## src/hw/edm_pkg.sv

```systemverilog
// What this block does
// - Relays are driven only when enabled and the view is position or discharge.
// - After power-up retract is energized, dwell and position hold de-energized.
// - Sequencing is frozen while the datum-set or preset view is open.
// - Leaving the datum view restarts sequencing in Ready for a new burn.
// - Max depth reloads on enable, burn start, datum set/preset, miscount clear.
// - Spark-probe mode zeroes the datum at the first detected spark.
// - With the function disabled all three relays stay inactive.
// - Each enable/disable command toggles the function, in position or discharge view.
// - Ready is entered on enable and at the end of every Retract.
// - Ready: retract on, dwell and hold off, max tracks, reverse ignored.
// - Ready goes to Burn when above target and moved down over 20 counts.
// - Burn: retract on, dwell and hold off, max tracks, reverse checked if enabled.
// - Target reached in Burn: Dwell if dwell or spark-out enabled, else Retract.
// - Dwell samples Z every 20 ms; hold on at or below target, else off.
// - Dwell: retract and dwell on, max tracks, reverse checked if enabled.
// - Dwell or spark-out expiry drops dwell and hold, waits 100 ms, then Retract.
// - Retract: retract off at least 100 ms, hold off, dwell on, stall checked.
// - Retract ends on retract distance, top position, or neither setting enabled.
// - Reverse creep over set distance above max depth flags fault, drops retract.
// - A reverse fault holds retract at its retract level for 0.1 s.
// - No ram motion for one second in Retract flags a fault and goes Ready.
// - Enabling while Z moves upward raises the red not-started indication.
package edm_pkg;
	localparam int CLK_PERIOD_NS = 8;
	localparam int T_MS_NS = 1000000;
	localparam int CYC_PER_MS = T_MS_NS / CLK_PERIOD_NS;
	localparam logic [31:0] T_SAMPLE_MS = 32'h0000_0014; // 20 ms
	localparam logic [31:0] T_DELAY_MS = 32'h0000_0064; // 100 ms
	localparam logic [31:0] T_STALL_MS = 32'h0000_03e8; // 1000 ms
	localparam logic signed [31:0] DOWN_COUNTS = 32'sh0000_0014; // 20
	localparam logic [7:0] A_CTRL = 8'h00;
	localparam logic [7:0] A_CMD = 8'h04;
	localparam logic [7:0] A_TARGET = 8'h08;
	localparam logic [7:0] A_RDIST = 8'h0c;
	localparam logic [7:0] A_ZTOP = 8'h10;
	localparam logic [7:0] A_REVD = 8'h14;
	localparam logic [7:0] A_DWELL = 8'h18;
	localparam logic [7:0] A_SPARK = 8'h1c;
	localparam logic [7:0] A_PRESET = 8'h20;
	localparam logic [7:0] A_STATUS = 8'h24;
	localparam logic [7:0] A_ZABS = 8'h28;
	localparam logic [7:0] A_ZMAX = 8'h2c;
	localparam int B_REV_EN = 0;
	localparam int B_DWELL_EN = 1;
	localparam int B_SPARK_EN = 2;
	localparam int B_RDIST_EN = 3;
	localparam int B_ZTOP_EN = 4;
	localparam int B_VIEW = 5;
	localparam int C_TOGGLE = 0;
	localparam int C_ARM = 1;
	localparam int C_MISCLR = 2;
	localparam int C_PRESET = 3;
	localparam int S_REVF = 3;
	localparam int S_RETF = 4;
	localparam logic [7:0] CTRL_RESET = 8'h00;
	localparam logic [1:0] VIEW_POS = 2'h0;
	localparam logic [1:0] VIEW_EDM = 2'h1;
	localparam logic [1:0] VIEW_DATUM = 2'h2;
	localparam logic [1:0] RESP_OKAY = 2'h0;
	localparam logic [1:0] RESP_SLVERR = 2'h2;
	typedef enum logic [2:0] {
		ST_READY = 3'h0,
		ST_BURN = 3'h1,
		ST_DWELL = 3'h2,
		ST_DWELL_END = 3'h3,
		ST_RETRACT = 3'h4,
		ST_FAULT = 3'h5
	} seq_state_t;
endpackage : edm_pkg

```

## src/hw/edm_relay_sequencer.sv

```systemverilog
// Chosen here: the AXI4-Lite slave port and the register addresses.
`timescale 1ns/1ns
`default_nettype none
module edm_relay_sequencer import edm_pkg::*; #(
	parameter int CYC_MS = CYC_PER_MS
) (
	input wire logic clk, // system clock, 125 MHz
	input wire logic rst_n, // async reset, active low
	input wire logic signed [31:0] z_count, // raw Z encoder count
	input wire logic spark_pin, // spark detector, asynchronous
	output logic relay_retract, // 1 = energized (do not retract)
	output logic relay_dwell, // 1 = energized
	output logic relay_hold, // 1 = energized (at/below target)
	input wire logic [7:0] s_axi_awaddr, // write address
	input wire logic s_axi_awvalid, // write address valid
	output logic s_axi_awready, // write address ready
	input wire logic [31:0] s_axi_wdata, // write data
	input wire logic [3:0] s_axi_wstrb, // write byte enables
	input wire logic s_axi_wvalid, // write data valid
	output logic s_axi_wready, // write data ready
	output logic [1:0] s_axi_bresp, // write response
	output logic s_axi_bvalid, // write response valid
	input wire logic s_axi_bready, // write response ready
	input wire logic [7:0] s_axi_araddr, // read address
	input wire logic s_axi_arvalid, // read address valid
	output logic s_axi_arready, // read address ready
	output logic [31:0] s_axi_rdata, // read data
	output logic [1:0] s_axi_rresp, // read response
	output logic s_axi_rvalid, // read valid
	input wire logic s_axi_rready // read ready
);
	typedef struct packed {
		seq_state_t st;
		logic en;
		logic [7:0] ctrl;
		logic [1:0] pview;
		logic signed [31:0] target;
		logic signed [31:0] rdist;
		logic signed [31:0] ztop;
		logic signed [31:0] revd;
		logic [31:0] dwell_ms;
		logic [31:0] spark_ms;
		logic signed [31:0] preset;
		logic signed [31:0] offset;
		logic signed [31:0] zmax;
		logic signed [31:0] ref_top;
		logic signed [31:0] zprev;
		logic signed [31:0] zlast;
		logic [31:0] tmr;
		logic [31:0] stall;
		logic [31:0] spk;
		logic [4:0] smp;
		logic hold;
		logic rev_flt;
		logic ret_flt;
		logic red;
		logic armed;
		logic spark_prev;
		logic r_ret;
		logic r_dwell;
		logic r_hold;
		logic aw_got;
		logic w_got;
		logic [7:0] awaddr;
		logic [31:0] wdata;
		logic [3:0] wstrb;
		logic bvalid;
		logic [1:0] bresp;
		logic rvalid;
		logic [1:0] rresp;
		logic [31:0] rdata;
	} seq_reg_t;

	seq_reg_t s, n;
	logic tick;
	logic spark;
	logic signed [31:0] zabs;
	logic view_ok;
	logic sample;
	logic spark_rise;
	logic cmd_tog;
	logic cmd_arm;
	logic cmd_clr;
	logic cmd_preset;
	logic retract_done;
	logic expired;

	ms_tick #(.CYC_MS(CYC_MS)) u_tick (
		.clk(clk),
		.rst_n(rst_n),
		.tick(tick)
	);

	pin_sync u_spark (
		.clk(clk),
		.rst_n(rst_n),
		.pin(spark_pin),
		.sync(spark)
	);

	// merge write data into a register under the byte enables
	function automatic logic [31:0] merge(input logic [31:0] old,
		input logic [31:0] data, input logic [3:0] strb);
		logic [31:0] r;
		r = old;
		for (int i = 0; i < 4; i++) begin
			if (strb[i]) begin
				r[8*i +: 8] = data[8*i +: 8];
			end
		end
		return r;
	endfunction : merge

	assign zabs = z_count - s.offset;

	always_comb begin
		n = s;
		cmd_tog = 1'b0;
		cmd_arm = 1'b0;
		cmd_clr = 1'b0;
		cmd_preset = 1'b0;
		retract_done = 1'b0;
		expired = 1'b0;
		spark_rise = spark && !s.spark_prev;
		n.spark_prev = spark;
		view_ok = (s.ctrl[B_VIEW +: 2] == VIEW_POS) ||
			(s.ctrl[B_VIEW +: 2] == VIEW_EDM);
		n.pview = s.ctrl[B_VIEW +: 2];
		sample = tick && (s.smp == 5'(T_SAMPLE_MS - 32'h1));

		// register bus: write side
		if (s_axi_awvalid && !s.aw_got && !s.bvalid) begin
			n.aw_got = 1'b1;
			n.awaddr = s_axi_awaddr;
		end
		if (s_axi_wvalid && !s.w_got && !s.bvalid) begin
			n.w_got = 1'b1;
			n.wdata = s_axi_wdata;
			n.wstrb = s_axi_wstrb;
		end
		if (s.bvalid && s_axi_bready) begin
			n.bvalid = 1'b0;
		end
		if (s.aw_got && s.w_got && !s.bvalid) begin
			n.aw_got = 1'b0;
			n.w_got = 1'b0;
			n.bvalid = 1'b1;
			n.bresp = RESP_OKAY;
			case (s.awaddr)
				A_CTRL: n.ctrl = s.wstrb[0] ? s.wdata[7:0] : s.ctrl;
				A_CMD: begin
					cmd_tog = s.wstrb[0] && s.wdata[C_TOGGLE];
					cmd_arm = s.wstrb[0] && s.wdata[C_ARM];
					cmd_clr = s.wstrb[0] && s.wdata[C_MISCLR];
					cmd_preset = s.wstrb[0] && s.wdata[C_PRESET];
				end
				A_TARGET: n.target = merge(s.target, s.wdata, s.wstrb);
				A_RDIST: n.rdist = merge(s.rdist, s.wdata, s.wstrb);
				A_ZTOP: n.ztop = merge(s.ztop, s.wdata, s.wstrb);
				A_REVD: n.revd = merge(s.revd, s.wdata, s.wstrb);
				A_DWELL: n.dwell_ms = merge(s.dwell_ms, s.wdata, s.wstrb);
				A_SPARK: n.spark_ms = merge(s.spark_ms, s.wdata, s.wstrb);
				A_PRESET: n.preset = merge(s.preset, s.wdata, s.wstrb);
				A_STATUS: begin
					// write one to clear; a fault in this cycle wins below
					if (s.wstrb[0] && s.wdata[S_REVF]) begin
						n.rev_flt = 1'b0;
					end
					if (s.wstrb[0] && s.wdata[S_RETF]) begin
						n.ret_flt = 1'b0;
					end
				end
				default: n.bresp = RESP_SLVERR;
			endcase
		end

		// register bus: read side
		if (s.rvalid && s_axi_rready) begin
			n.rvalid = 1'b0;
		end
		if (s_axi_arvalid && !s.rvalid) begin
			n.rvalid = 1'b1;
			n.rresp = RESP_OKAY;
			case (s_axi_araddr)
				A_CTRL: n.rdata = {24'h00_0000, s.ctrl};
				A_CMD: n.rdata = 32'h0000_0000;
				A_TARGET: n.rdata = s.target;
				A_RDIST: n.rdata = s.rdist;
				A_ZTOP: n.rdata = s.ztop;
				A_REVD: n.rdata = s.revd;
				A_DWELL: n.rdata = s.dwell_ms;
				A_SPARK: n.rdata = s.spark_ms;
				A_PRESET: n.rdata = s.preset;
				A_STATUS: n.rdata = {21'h00_0000, s.armed, s.en, s.r_hold,
					s.r_dwell, s.r_ret, s.red, s.ret_flt, s.rev_flt, s.st};
				A_ZABS: n.rdata = zabs;
				A_ZMAX: n.rdata = s.zmax;
				default: begin
					n.rdata = 32'h0000_0000;
					n.rresp = RESP_SLVERR;
				end
			endcase
		end

		// millisecond timebase
		if (tick) begin
			n.tmr = s.tmr + 32'h0000_0001;
			n.spk = s.spk + 32'h0000_0001;
			n.smp = sample ? 5'h00 : s.smp + 5'h01;
		end
		if (sample) begin
			n.zprev = zabs;
		end

		// datum handling
		if (cmd_arm) begin
			n.armed = 1'b1;
		end
		if (s.armed && spark_rise) begin
			n.offset = z_count;
			n.armed = 1'b0;
			n.zmax = 32'sh0000_0000;
		end
		if (cmd_preset) begin
			n.offset = z_count - s.preset;
			n.zmax = s.preset;
		end
		if (cmd_clr) begin
			n.zmax = zabs;
		end

		// enable toggle
		if (cmd_tog && view_ok) begin
			n.en = !s.en;
			if (!s.en) begin
				n.st = ST_READY;
				n.zmax = zabs;
				n.ref_top = zabs;
				n.tmr = '0;
				n.red = zabs > s.zprev;
			end else begin
				n.red = 1'b0;
			end
		end else if (s.en && view_ok && s.pview == VIEW_DATUM) begin
			n.st = ST_READY;
			n.zmax = zabs;
			n.ref_top = zabs;
			n.tmr = '0;
		end else if (s.en && view_ok) begin
			// sequencing runs only here: frozen in datum view
			// a datum or clear load in this cycle wins over tracking
			if (zabs < s.zmax && !cmd_preset && !cmd_clr &&
				!(s.armed && spark_rise)) begin
				n.zmax = zabs;
			end
			case (s.st)
				ST_READY: begin
					if (zabs > s.ref_top) begin
						n.ref_top = zabs;
					end
					if (zabs > s.target &&
						(s.ref_top - zabs) > DOWN_COUNTS) begin
						n.st = ST_BURN;
						n.zmax = zabs;
						n.red = 1'b0;
					end
				end
				ST_BURN: begin
					if (s.ctrl[B_REV_EN] && zabs > s.zmax + s.revd) begin
						n.st = ST_FAULT;
						n.rev_flt = 1'b1;
						n.tmr = '0;
					end else if (zabs <= s.target) begin
						n.tmr = '0;
						n.spk = '0;
						n.hold = 1'b0;
						if (s.ctrl[B_DWELL_EN] || s.ctrl[B_SPARK_EN]) begin
							n.st = ST_DWELL;
						end else begin
							n.st = ST_RETRACT;
							n.zlast = zabs;
							n.stall = '0;
						end
					end
				end
				ST_DWELL: begin
					if (sample) begin
						n.hold = zabs <= s.target;
					end
					if (spark) begin
						n.spk = '0;
					end
					expired = (s.ctrl[B_DWELL_EN] && s.tmr >= s.dwell_ms) ||
						(s.ctrl[B_SPARK_EN] && s.spk >= s.spark_ms);
					if (s.ctrl[B_REV_EN] && zabs > s.zmax + s.revd) begin
						n.st = ST_FAULT;
						n.rev_flt = 1'b1;
						n.tmr = '0;
						n.hold = 1'b0;
					end else if (expired) begin
						n.st = ST_DWELL_END;
						n.tmr = '0;
						n.hold = 1'b0;
					end
				end
				ST_DWELL_END: begin
					if (s.tmr >= T_DELAY_MS) begin
						n.st = ST_RETRACT;
						n.tmr = '0;
						n.zlast = zabs;
						n.stall = '0;
					end
				end
				ST_RETRACT: begin
					retract_done =
						(!s.ctrl[B_RDIST_EN] && !s.ctrl[B_ZTOP_EN]) ||
						(s.ctrl[B_RDIST_EN] && zabs >= s.target + s.rdist) ||
						(s.ctrl[B_ZTOP_EN] && zabs >= s.ztop);
					if (zabs != s.zlast) begin
						n.zlast = zabs;
						n.stall = '0;
					end else if (tick) begin
						n.stall = s.stall + 32'h0000_0001;
					end
					if (s.tmr >= T_DELAY_MS && retract_done) begin
						n.st = ST_READY;
						n.ref_top = zabs;
					end else if (s.stall >= T_STALL_MS) begin
						n.st = ST_READY;
						n.ret_flt = 1'b1;
						n.ref_top = zabs;
					end
				end
				ST_FAULT: begin
					if (s.tmr >= T_DELAY_MS) begin
						n.st = ST_READY;
						n.ref_top = zabs;
					end
				end
				default: n.st = ST_READY;
			endcase
		end

		// relay levels follow the next state
		n.r_ret = 1'b0;
		n.r_dwell = 1'b0;
		n.r_hold = 1'b0;
		if (n.en && ((n.ctrl[B_VIEW +: 2] == VIEW_POS) ||
			(n.ctrl[B_VIEW +: 2] == VIEW_EDM))) begin
			case (n.st)
				ST_READY, ST_BURN, ST_DWELL_END: n.r_ret = 1'b1;
				ST_DWELL: begin
					n.r_ret = 1'b1;
					n.r_dwell = 1'b1;
					n.r_hold = n.hold;
				end
				ST_RETRACT: n.r_dwell = 1'b1;
				default: n.r_ret = 1'b0;
			endcase
		end
	end

	always_ff @(posedge clk or negedge rst_n) begin
		if (!rst_n) begin
			s <= '0;
			s.st <= ST_READY;
			s.en <= 1'b1;
			s.ctrl <= CTRL_RESET;
			s.r_ret <= 1'b1;
		end else begin
			s <= n;
		end
	end

	assign relay_retract = s.r_ret;
	assign relay_dwell = s.r_dwell;
	assign relay_hold = s.r_hold;
	assign s_axi_awready = !s.aw_got && !s.bvalid;
	assign s_axi_wready = !s.w_got && !s.bvalid;
	assign s_axi_bvalid = s.bvalid;
	assign s_axi_bresp = s.bresp;
	assign s_axi_arready = !s.rvalid;
	assign s_axi_rvalid = s.rvalid;
	assign s_axi_rresp = s.rresp;
	assign s_axi_rdata = s.rdata;
endmodule : edm_relay_sequencer
`default_nettype wire

```

## src/hw/pin_sync.sv

```systemverilog
`timescale 1ns/1ns
`default_nettype none
module pin_sync import edm_pkg::*; (
	input wire logic clk, // system clock
	input wire logic rst_n, // async reset, active low
	input wire logic pin, // asynchronous input
	output logic sync // synchronised level
);
	typedef struct packed {
		logic meta;
		logic sync;
	} sync_reg_t;
	sync_reg_t s, n;
	always_comb begin
		n.meta = pin;
		n.sync = s.meta;
	end
	always_ff @(posedge clk or negedge rst_n) begin
		if (!rst_n) begin
			s <= '0;
		end else begin
			s <= n;
		end
	end
	assign sync = s.sync;
endmodule : pin_sync
`default_nettype wire

```

## src/hw/ms_tick.sv

```systemverilog
`timescale 1ns/1ns
`default_nettype none
module ms_tick import edm_pkg::*; #(
	parameter int CYC_MS = CYC_PER_MS
) (
	input wire logic clk, // system clock
	input wire logic rst_n, // async reset, active low
	output logic tick // one-cycle pulse each millisecond
);
	typedef struct packed {
		logic [31:0] cnt;
		logic tick;
	} tick_reg_t;
	tick_reg_t s, n;
	always_comb begin
		n = s;
		n.tick = 1'b0;
		if (s.cnt >= 32'(CYC_MS - 1)) begin
			n.cnt = '0;
			n.tick = 1'b1;
		end else begin
			n.cnt = s.cnt + 32'h0000_0001;
		end
	end
	always_ff @(posedge clk or negedge rst_n) begin
		if (!rst_n) begin
			s <= '0;
		end else begin
			s <= n;
		end
	end
	assign tick = s.tick;
endmodule : ms_tick
`default_nettype wire

```

## config.mk

```make
export PLATFORM = sky130hd
export DESIGN_NAME = edm_relay_sequencer
export DESIGN_NICKNAME = d
export VERILOG_FILES = /design/src/hw/edm_pkg.sv /design/src/hw/edm_relay_sequencer.sv /design/src/hw/pin_sync.sv /design/src/hw/ms_tick.sv
export SDC_FILE = /design/constraint.sdc
export NUM_CORES = 2
export LEC_CHECK = 0
export BUFFER_PORTS_ARGS = -buffer_cell sky130_fd_sc_hd__clkbuf_2
export CAP_MARGIN = 20
export CORE_MARGIN = 1
export CORE_UTILIZATION = 55
export CTS_CLUSTER_SIZE = 20
export DETAILED_ROUTE_END_ITERATION = 10
export PLACE_DENSITY = 0.69
export RECOVER_POWER = 100
export SETUP_SLACK_MARGIN = 0.05
export SLEW_MARGIN = 5
export SYNTH_ARGS = -nofsm -noshare
export SYNTH_HDL_FRONTEND = slang
export SYNTH_HIERARCHICAL = 1
export SYNTH_SLANG_ARGS = --single-unit
```

## constraint.sdc

```tcl
create_clock -name clk -period 6.85 [get_ports clk]
set_input_delay 0.3425 -clock clk [delete_from_list [all_inputs] [get_ports clk]]
set_output_delay 0.3425 -clock clk [all_outputs]
set_load 0.02 [all_outputs]
```

Word-level counts from Yosys, hierarchy flattened
Index checks and enable logic that the tools add are counted.
{"block": "totals", "ff_bits": 627, "input_bits": 92, "word_cells": 349}
{"block": "classes", "n_addsub": 10, "n_eq_ne": 45, "n_bitwise": 2, "magnitude_cmp": 14, "n_mux": 107, "reduce_logical": 106}
{"cell": "32-bit 2-to-1 mux", "count": 25}
{"cell": "64-bit 2-to-1 mux", "count": 7}
{"cell": "32-bit one-hot mux with 3 select lines", "count": 4}
{"cell": "32-bit one-hot mux with 11 select lines", "count": 1}
{"cell": "96-bit 2-to-1 mux", "count": 2}
{"cell": "32-bit by 1-bit adder with 32-bit output, second input constant", "count": 4}
{"cell": "32-bit greater-or-equal comparator", "count": 4}
{"cell": "32-bit > comparator", "count": 4}
{"cell": "128-bit 2-to-1 mux", "count": 1}
{"cell": "32-bit subtractor", "count": 3}
{"cell": "3-bit AND reduction", "count": 29}
{"cell": "32-bit adder", "count": 2}
{"cell": "8-bit by 5-bit == test with 1-bit output, second input constant", "count": 8}
{"cell": "32-bit one-hot mux with 2 select lines", "count": 1}
{"cell": "3-bit 2-to-1 mux", "count": 17}
{"cell": "8-bit by 6-bit == test with 1-bit output, second input constant", "count": 6}
{"cell": "37-bit 2-to-1 mux", "count": 1}
{"cell": "35-bit 2-to-1 mux", "count": 1}
{"cell": "1-bit logical AND", "count": 34}
{"cell": "1-bit 2-to-1 mux", "count": 34}
{"cell": "8-bit by 4-bit == test with 1-bit output, second input constant", "count": 4}
{"cell": "32-bit by 10-bit greater-or-equal comparator with 1-bit output, second input constant", "count": 1}
{"cell": "32-bit by 17-bit greater-or-equal comparator with 1-bit output, second input constant", "count": 1}
{"cell": "32-bit by 7-bit greater-or-equal comparator with 1-bit output, second input constant", "count": 1}
{"cell": "38 further kinds", "count": 89}

Longest topological paths before layout
{"block": "logic_depth", "word_depth": 15, "ltp_mapped": 35, "depth_no_buf": 34}

Cells and area by module
The synthesis kept the hierarchy.
{"mod": "edm_relay_sequencer", "cells_each": 4486, "seq_area_each_um2": 14766.7, "area_each_um2": 41795.1, "n_inst": 1}
{"mod": "ms_tick", "cells_each": 110, "seq_area_each_um2": 825.8, "area_each_um2": 1300.0, "n_inst": 1}
{"mod": "pin_sync", "cells_each": 2, "seq_area_each_um2": 50.0, "area_each_um2": 50.0, "n_inst": 1}

Worst setup path before layout
Ideal clock, no wire load.
{"block": "synth_timing", "path_type": "input to register", "from": "in z_count[0]", "to": "reg s[307] (netlist name)", "arrival_time_ns": 6.115, "cell_stages": 29, "setup_slack_ns": 0.654, "path_buffers": 2, "t_required_ns": 6.769, "setup_ns": 0.081, "path_cell_list": "inv_1 > ha_1 > fa_1 > nand2b_1 > a21oi_2 > o211ai_1 > a31o_2 > a22oi_1 > a21oi_1 > o21bai_1 > a21o_1 > xor2_1 > inv_1 > ha_1 > inv_1 > o22ai_1 > a311oi_1 > a41oi_1 > a211o_1 > or4_1 > nor4b_1 > and4_1 > and4bb_1 > a31oi_2 > a21oi_1 > o211a_1 > buf_4 > buf_6 > mux2i_1"}
{"element": "start, declared", "line": "edm_relay_sequencer.sv:9", "source": "input wire logic signed [31:0] z_count,"}
{"element": "end signal, assigned", "line": "edm_relay_sequencer.sv:371", "source": "s <= n;"}
{"element": "end, declared", "line": "edm_relay_sequencer.sv:74", "source": "seq_reg_t s, n;"}

Final worst setup path
{"block": "layout_timing", "from": "reg s[290] (netlist name)", "to": "reg s[156] (netlist name)"}
{"block": "layout_between", "elab_chain_cells": 5}
{"element": "32-bit adder", "line": "edm_relay_sequencer.sv:269", "source": "if (s.ctrl[B_REV_EN] && zabs > s.zmax + s.revd) begin"}
{"element": "32-bit > comparator", "line": "edm_relay_sequencer.sv:269"}
{"element": "1-bit logical AND", "line": "edm_relay_sequencer.sv:269"}
{"element": "2-bit inequality test (no source line)"}
{"element": "9-bit AND reduction (no source line)"}
No other way between the ends.
A chain may end at the register's enable or synchronous reset.

==> flow_summary.ini <==
[run_status]
status = complete, but fails checks
violations = max-capacitance violations, max-slew violations

[clocking]
cts-buffers-inserted = 74
cts_tree = built
root_buffer = clkbuf_16
clk_path_buf_depth = 3
clkSinkCount = 625
clk_latency_ns = 0.66
h-tree-depth = 3
clk_pin_slew_ns = 0.06

[layout]
drive_gt1_share_pct = 17.0
nFillCells = 6639
fin_area_sq_mm = 0.0494
area_delta_synth_final_pct = 14.5
antenna_cells = 0
seqCellArea_sq_mm = 0.0156
multi_input_area_sq_mm = 0.0256
fin_nets = 5360

[detailed_routing]
vias_per_cell = 6.23
ant_nets = 0
vias = 37400
drtIter0Drc = 3478
drc = 0
first_pass_iters = 9
drt-total-wl_um = 137000
wl_per_cell_um = 22.8

[global_routing]
track_usage_pct = 34.4
gr-total-overflow = 0
grt_antenna_before_repair = 1
grt_max_degree = 164
grt_pass1_vias = 36100
grt_pass1_wl_um = 209000

[floorplanning]
die_w_um = 282
num_rows = 102
die_area_sq_mm = 0.0796
core_area_sq_mm = 0.0776
start_util_pct = 55.6
die_height_um = 282
pin_count = 136

[setup_path]
cp-startpoint = s[290]$_DFF_PN0_
worstReg2RegStart = s[290]$_DFF_PN0_
cp_slowest_cell = dfrtp_1
reg2reg_setup_slack_ns = 0.27
endpoint = s[156]$_DFFE_PN0P_
r2r_end = s[156]$_DFFE_PN0P_
crit_required_ns = 7.37
cpMostUsedCell = o21a_1
worst_setup_path_start_kind = flop
rr_worst_depth = 35
crit_type = reg2reg
cp-end-kind = flop
arrival_ns = 7.10
crit_path_max_fanout = 6
max_stage_delay_ns = 0.38

[sta]
skew_ns = 0.0547
fmax_mhz = 152
relSlewSlack_pct = -267
finalCritPeriodShare_pct = 96.0
tns_ns = 0
maxSlewViolCount = 342
setup_viol = 0
worstMarginPinSlew_ns = 5.51
fin_crit_ns = 6.58
final-hold-violation-count = 0

[flow_run]
max_cap_violations = 7

[logic_synthesis]
ys_seq_elements = 625
synthFlopType = dfrtp_1
ys_async_sr_fraction_pct = 100
avgSynthCellArea_sq_um = 9.38
ys_types = 117
netlist_area_sq_mm = 0.0431
netlist_instances = 4598
synth_edf_count = 0
yosys_warnings = 6
yosysSeqAreaShare_pct = 36.3

[placed_design]
port_buffers = 133
dp_hpwl_um = 104000
post_dp_cell_area_sq_mm = 0.0461
gp_congestion = 0.984

[power_and_ir_drop]
p_leak_nw = 23.5
powerDensity_mw_per_mm2 = 452
ir_drop_mv = 0.314

[hold_path]
hold_class = in2reg
[metrics by stage]
stage	hold WS, ns	util (%)	power [mW]	setup slack, ns	instances
global placement	0.347	59.5	17.5	-0.0251	5811
floorplan	0.0469	-	13.0	0.654	4613
detailed placement	0.340	59.5	17.7	-0.190	5812
finish	0.0379	63.6	22.3	0.272	6000
CTS	0.00993	63.4	22.0	0.0641	5995
global route	0.0369	63.6	23.7	-0.0180	6000
[what timing repair did]
item                                   in CTS  in global routing
cloned                                      0                  2
resized for setup                           4                 49
setup endpoints to repair                  69                197
endpoints found under the hold margin     131                  0
buffers inserted                            0                  2
hold buffers                               49                  0
pin swaps                                   0                 14
[synth_stat cells, drive strengths merged, types with 21 or more instances]
| library cell | n | area (sq um) |
|---|---|---|
| a21oi | 244 | 1240 |
| xnor2 | 137 | 1200 |
| o21a | 44 | 330 |
| o31ai | 60 | 469 |
| a21o | 92 | 692 |
| o41ai | 39 | 379 |
| buf | 82 | 558 |
| a22oi | 47 | 358 |
| a211oi | 33 | 268 |
| nor2 | 281 | 1050 |
| nor3 | 70 | 360 |
| and3 | 80 | 500 |
| nand2b | 62 | 388 |
| inv | 336 | 1260 |
| clkbuf | 121 | 454 |
| dfrtp | 623 | 15600 |
| mux2 | 279 | 3140 |
| o22ai | 23 | 156 |
| nor2b | 47 | 294 |
| a31oi | 28 | 188 |
| nand3 | 126 | 631 |
| o211ai | 21 | 168 |
| a222oi | 70 | 701 |
| ha | 361 | 4520 |
| and2 | 35 | 221 |
| nand2 | 385 | 1450 |
| nor4 | 41 | 278 |
| nand4 | 78 | 494 |
| o21ai | 281 | 1410 |
| mux2i | 67 | 671 |
| xor2 | 126 | 1100 |
[metal layers]
layer | routed length [um] | vias up | GRT usage, %
li1 | - | 17300 | -
met5 | 0 | - | 0
met1 | 60100 | 18400 | 48.2
met3 | 10600 | 230 | 4.84
met4 | 6120 | 0 | 15.1
met2 | 60200 | 1449 | 53.0
[placed cells by master, fill, tap and decap left out, types with 90 or more instances in the layout]
| cell | instances |
|---|---|
| o21ai_0 | 261 |
| mux2_2 | 279 |
| nand3_1 | 125 |
| a21oi_1 | 232 |
| xor2_1 | 124 |
| nor2_1 | 269 |
| inv_1 | 329 |
| xnor2_1 | 136 |
| ha_1 | 359 |
| a21o_1 | 91 |
| nand2_1 | 384 |
| clkbuf_2 | 90 |
| buf_4 | 210 |
| dfrtp_1 | 623 |
[final cells by class]
type                       instances  share of cell area, %
clock buffer                     104                   4.36
tap                             1040                   2.64
sequential                       625                   31.7
clock inverter                    30                  0.846
inverter                         339                   2.58
multi-input combinational       3446                   51.7
timing repair buffer             416                   6.16
[registers in the layout, indices dropped and copies added, names as in the netlist, 2 cells and up]
name,count
s_axi_rdata,32
u_tick/s,32
n,2
s,549
[critical path: cells and delay by family, from the launching register on]
kind | cells | cell delay, ns
DFF | 1 | 0.38
and+or+nand+nor | 8 | 0.91
adders and majority gates | 3 | 0.86
xor gates and xnor gates | 2 | 0.33
AOI/OAI and AO/OA | 21 | 3.73
buffers and inverters | 1 | 0.20
[logic make-up (layout without fill, tap and decap cells)]
family | after synthesis | count (layout) | synth area share (%)
AO/OA/AOI/OAI | 1137 | 1137 | 18.1
XOR/XNOR | 270 | 270 | 5.70
adder cells (fa/ha/maj) | 383 | 383 | 11.1
buffers and inverters | 542 | 889 | 5.30
flip-flops | 625 | 625 | 36.3
multiplexers | 346 | 346 | 8.84
other | 2 | 17 | 0.0174
AND/OR/NAND/NOR | 1293 | 1293 | 14.7
[how the worst min path moves through the flow]
stage | cells after the start | endpoint | from
2_1_floorplan | 0 | n[578]$_DFF_PN0_ | rst_n
3_3_place_gp | 0 | u_spark/sync$_DFF_PN0_ | u_spark/n[0]$_DFF_PN0_
3_5_place_dp | 0 | u_spark/sync$_DFF_PN0_ | u_spark/n[0]$_DFF_PN0_
4_1_cts | 3 | s[331]$_DFFE_PN0P_ | z_count[9]
5_1_grt | 3 | s[331]$_DFFE_PN0P_ | z_count[9]
6_report | 3 | s[335]$_DFFE_PN0P_ | z_count[13]
[power breakdown]
| group | internal [mW] | total, mW | leakage, nW | switching, mW |
|---|---|---|---|---|
| combinational | 5.14 | 12.6 | 14.0 | 7.46 |
| sequential | 4.48 | 5.55 | 8.25 | 1.08 |
| clock | 2.41 | 4.15 | 1.25 | 1.73 |
| total | 12.0 | 22.3 | 23.5 | 10.3 |
Note: power is estimated with default switching activity, not from simulation.
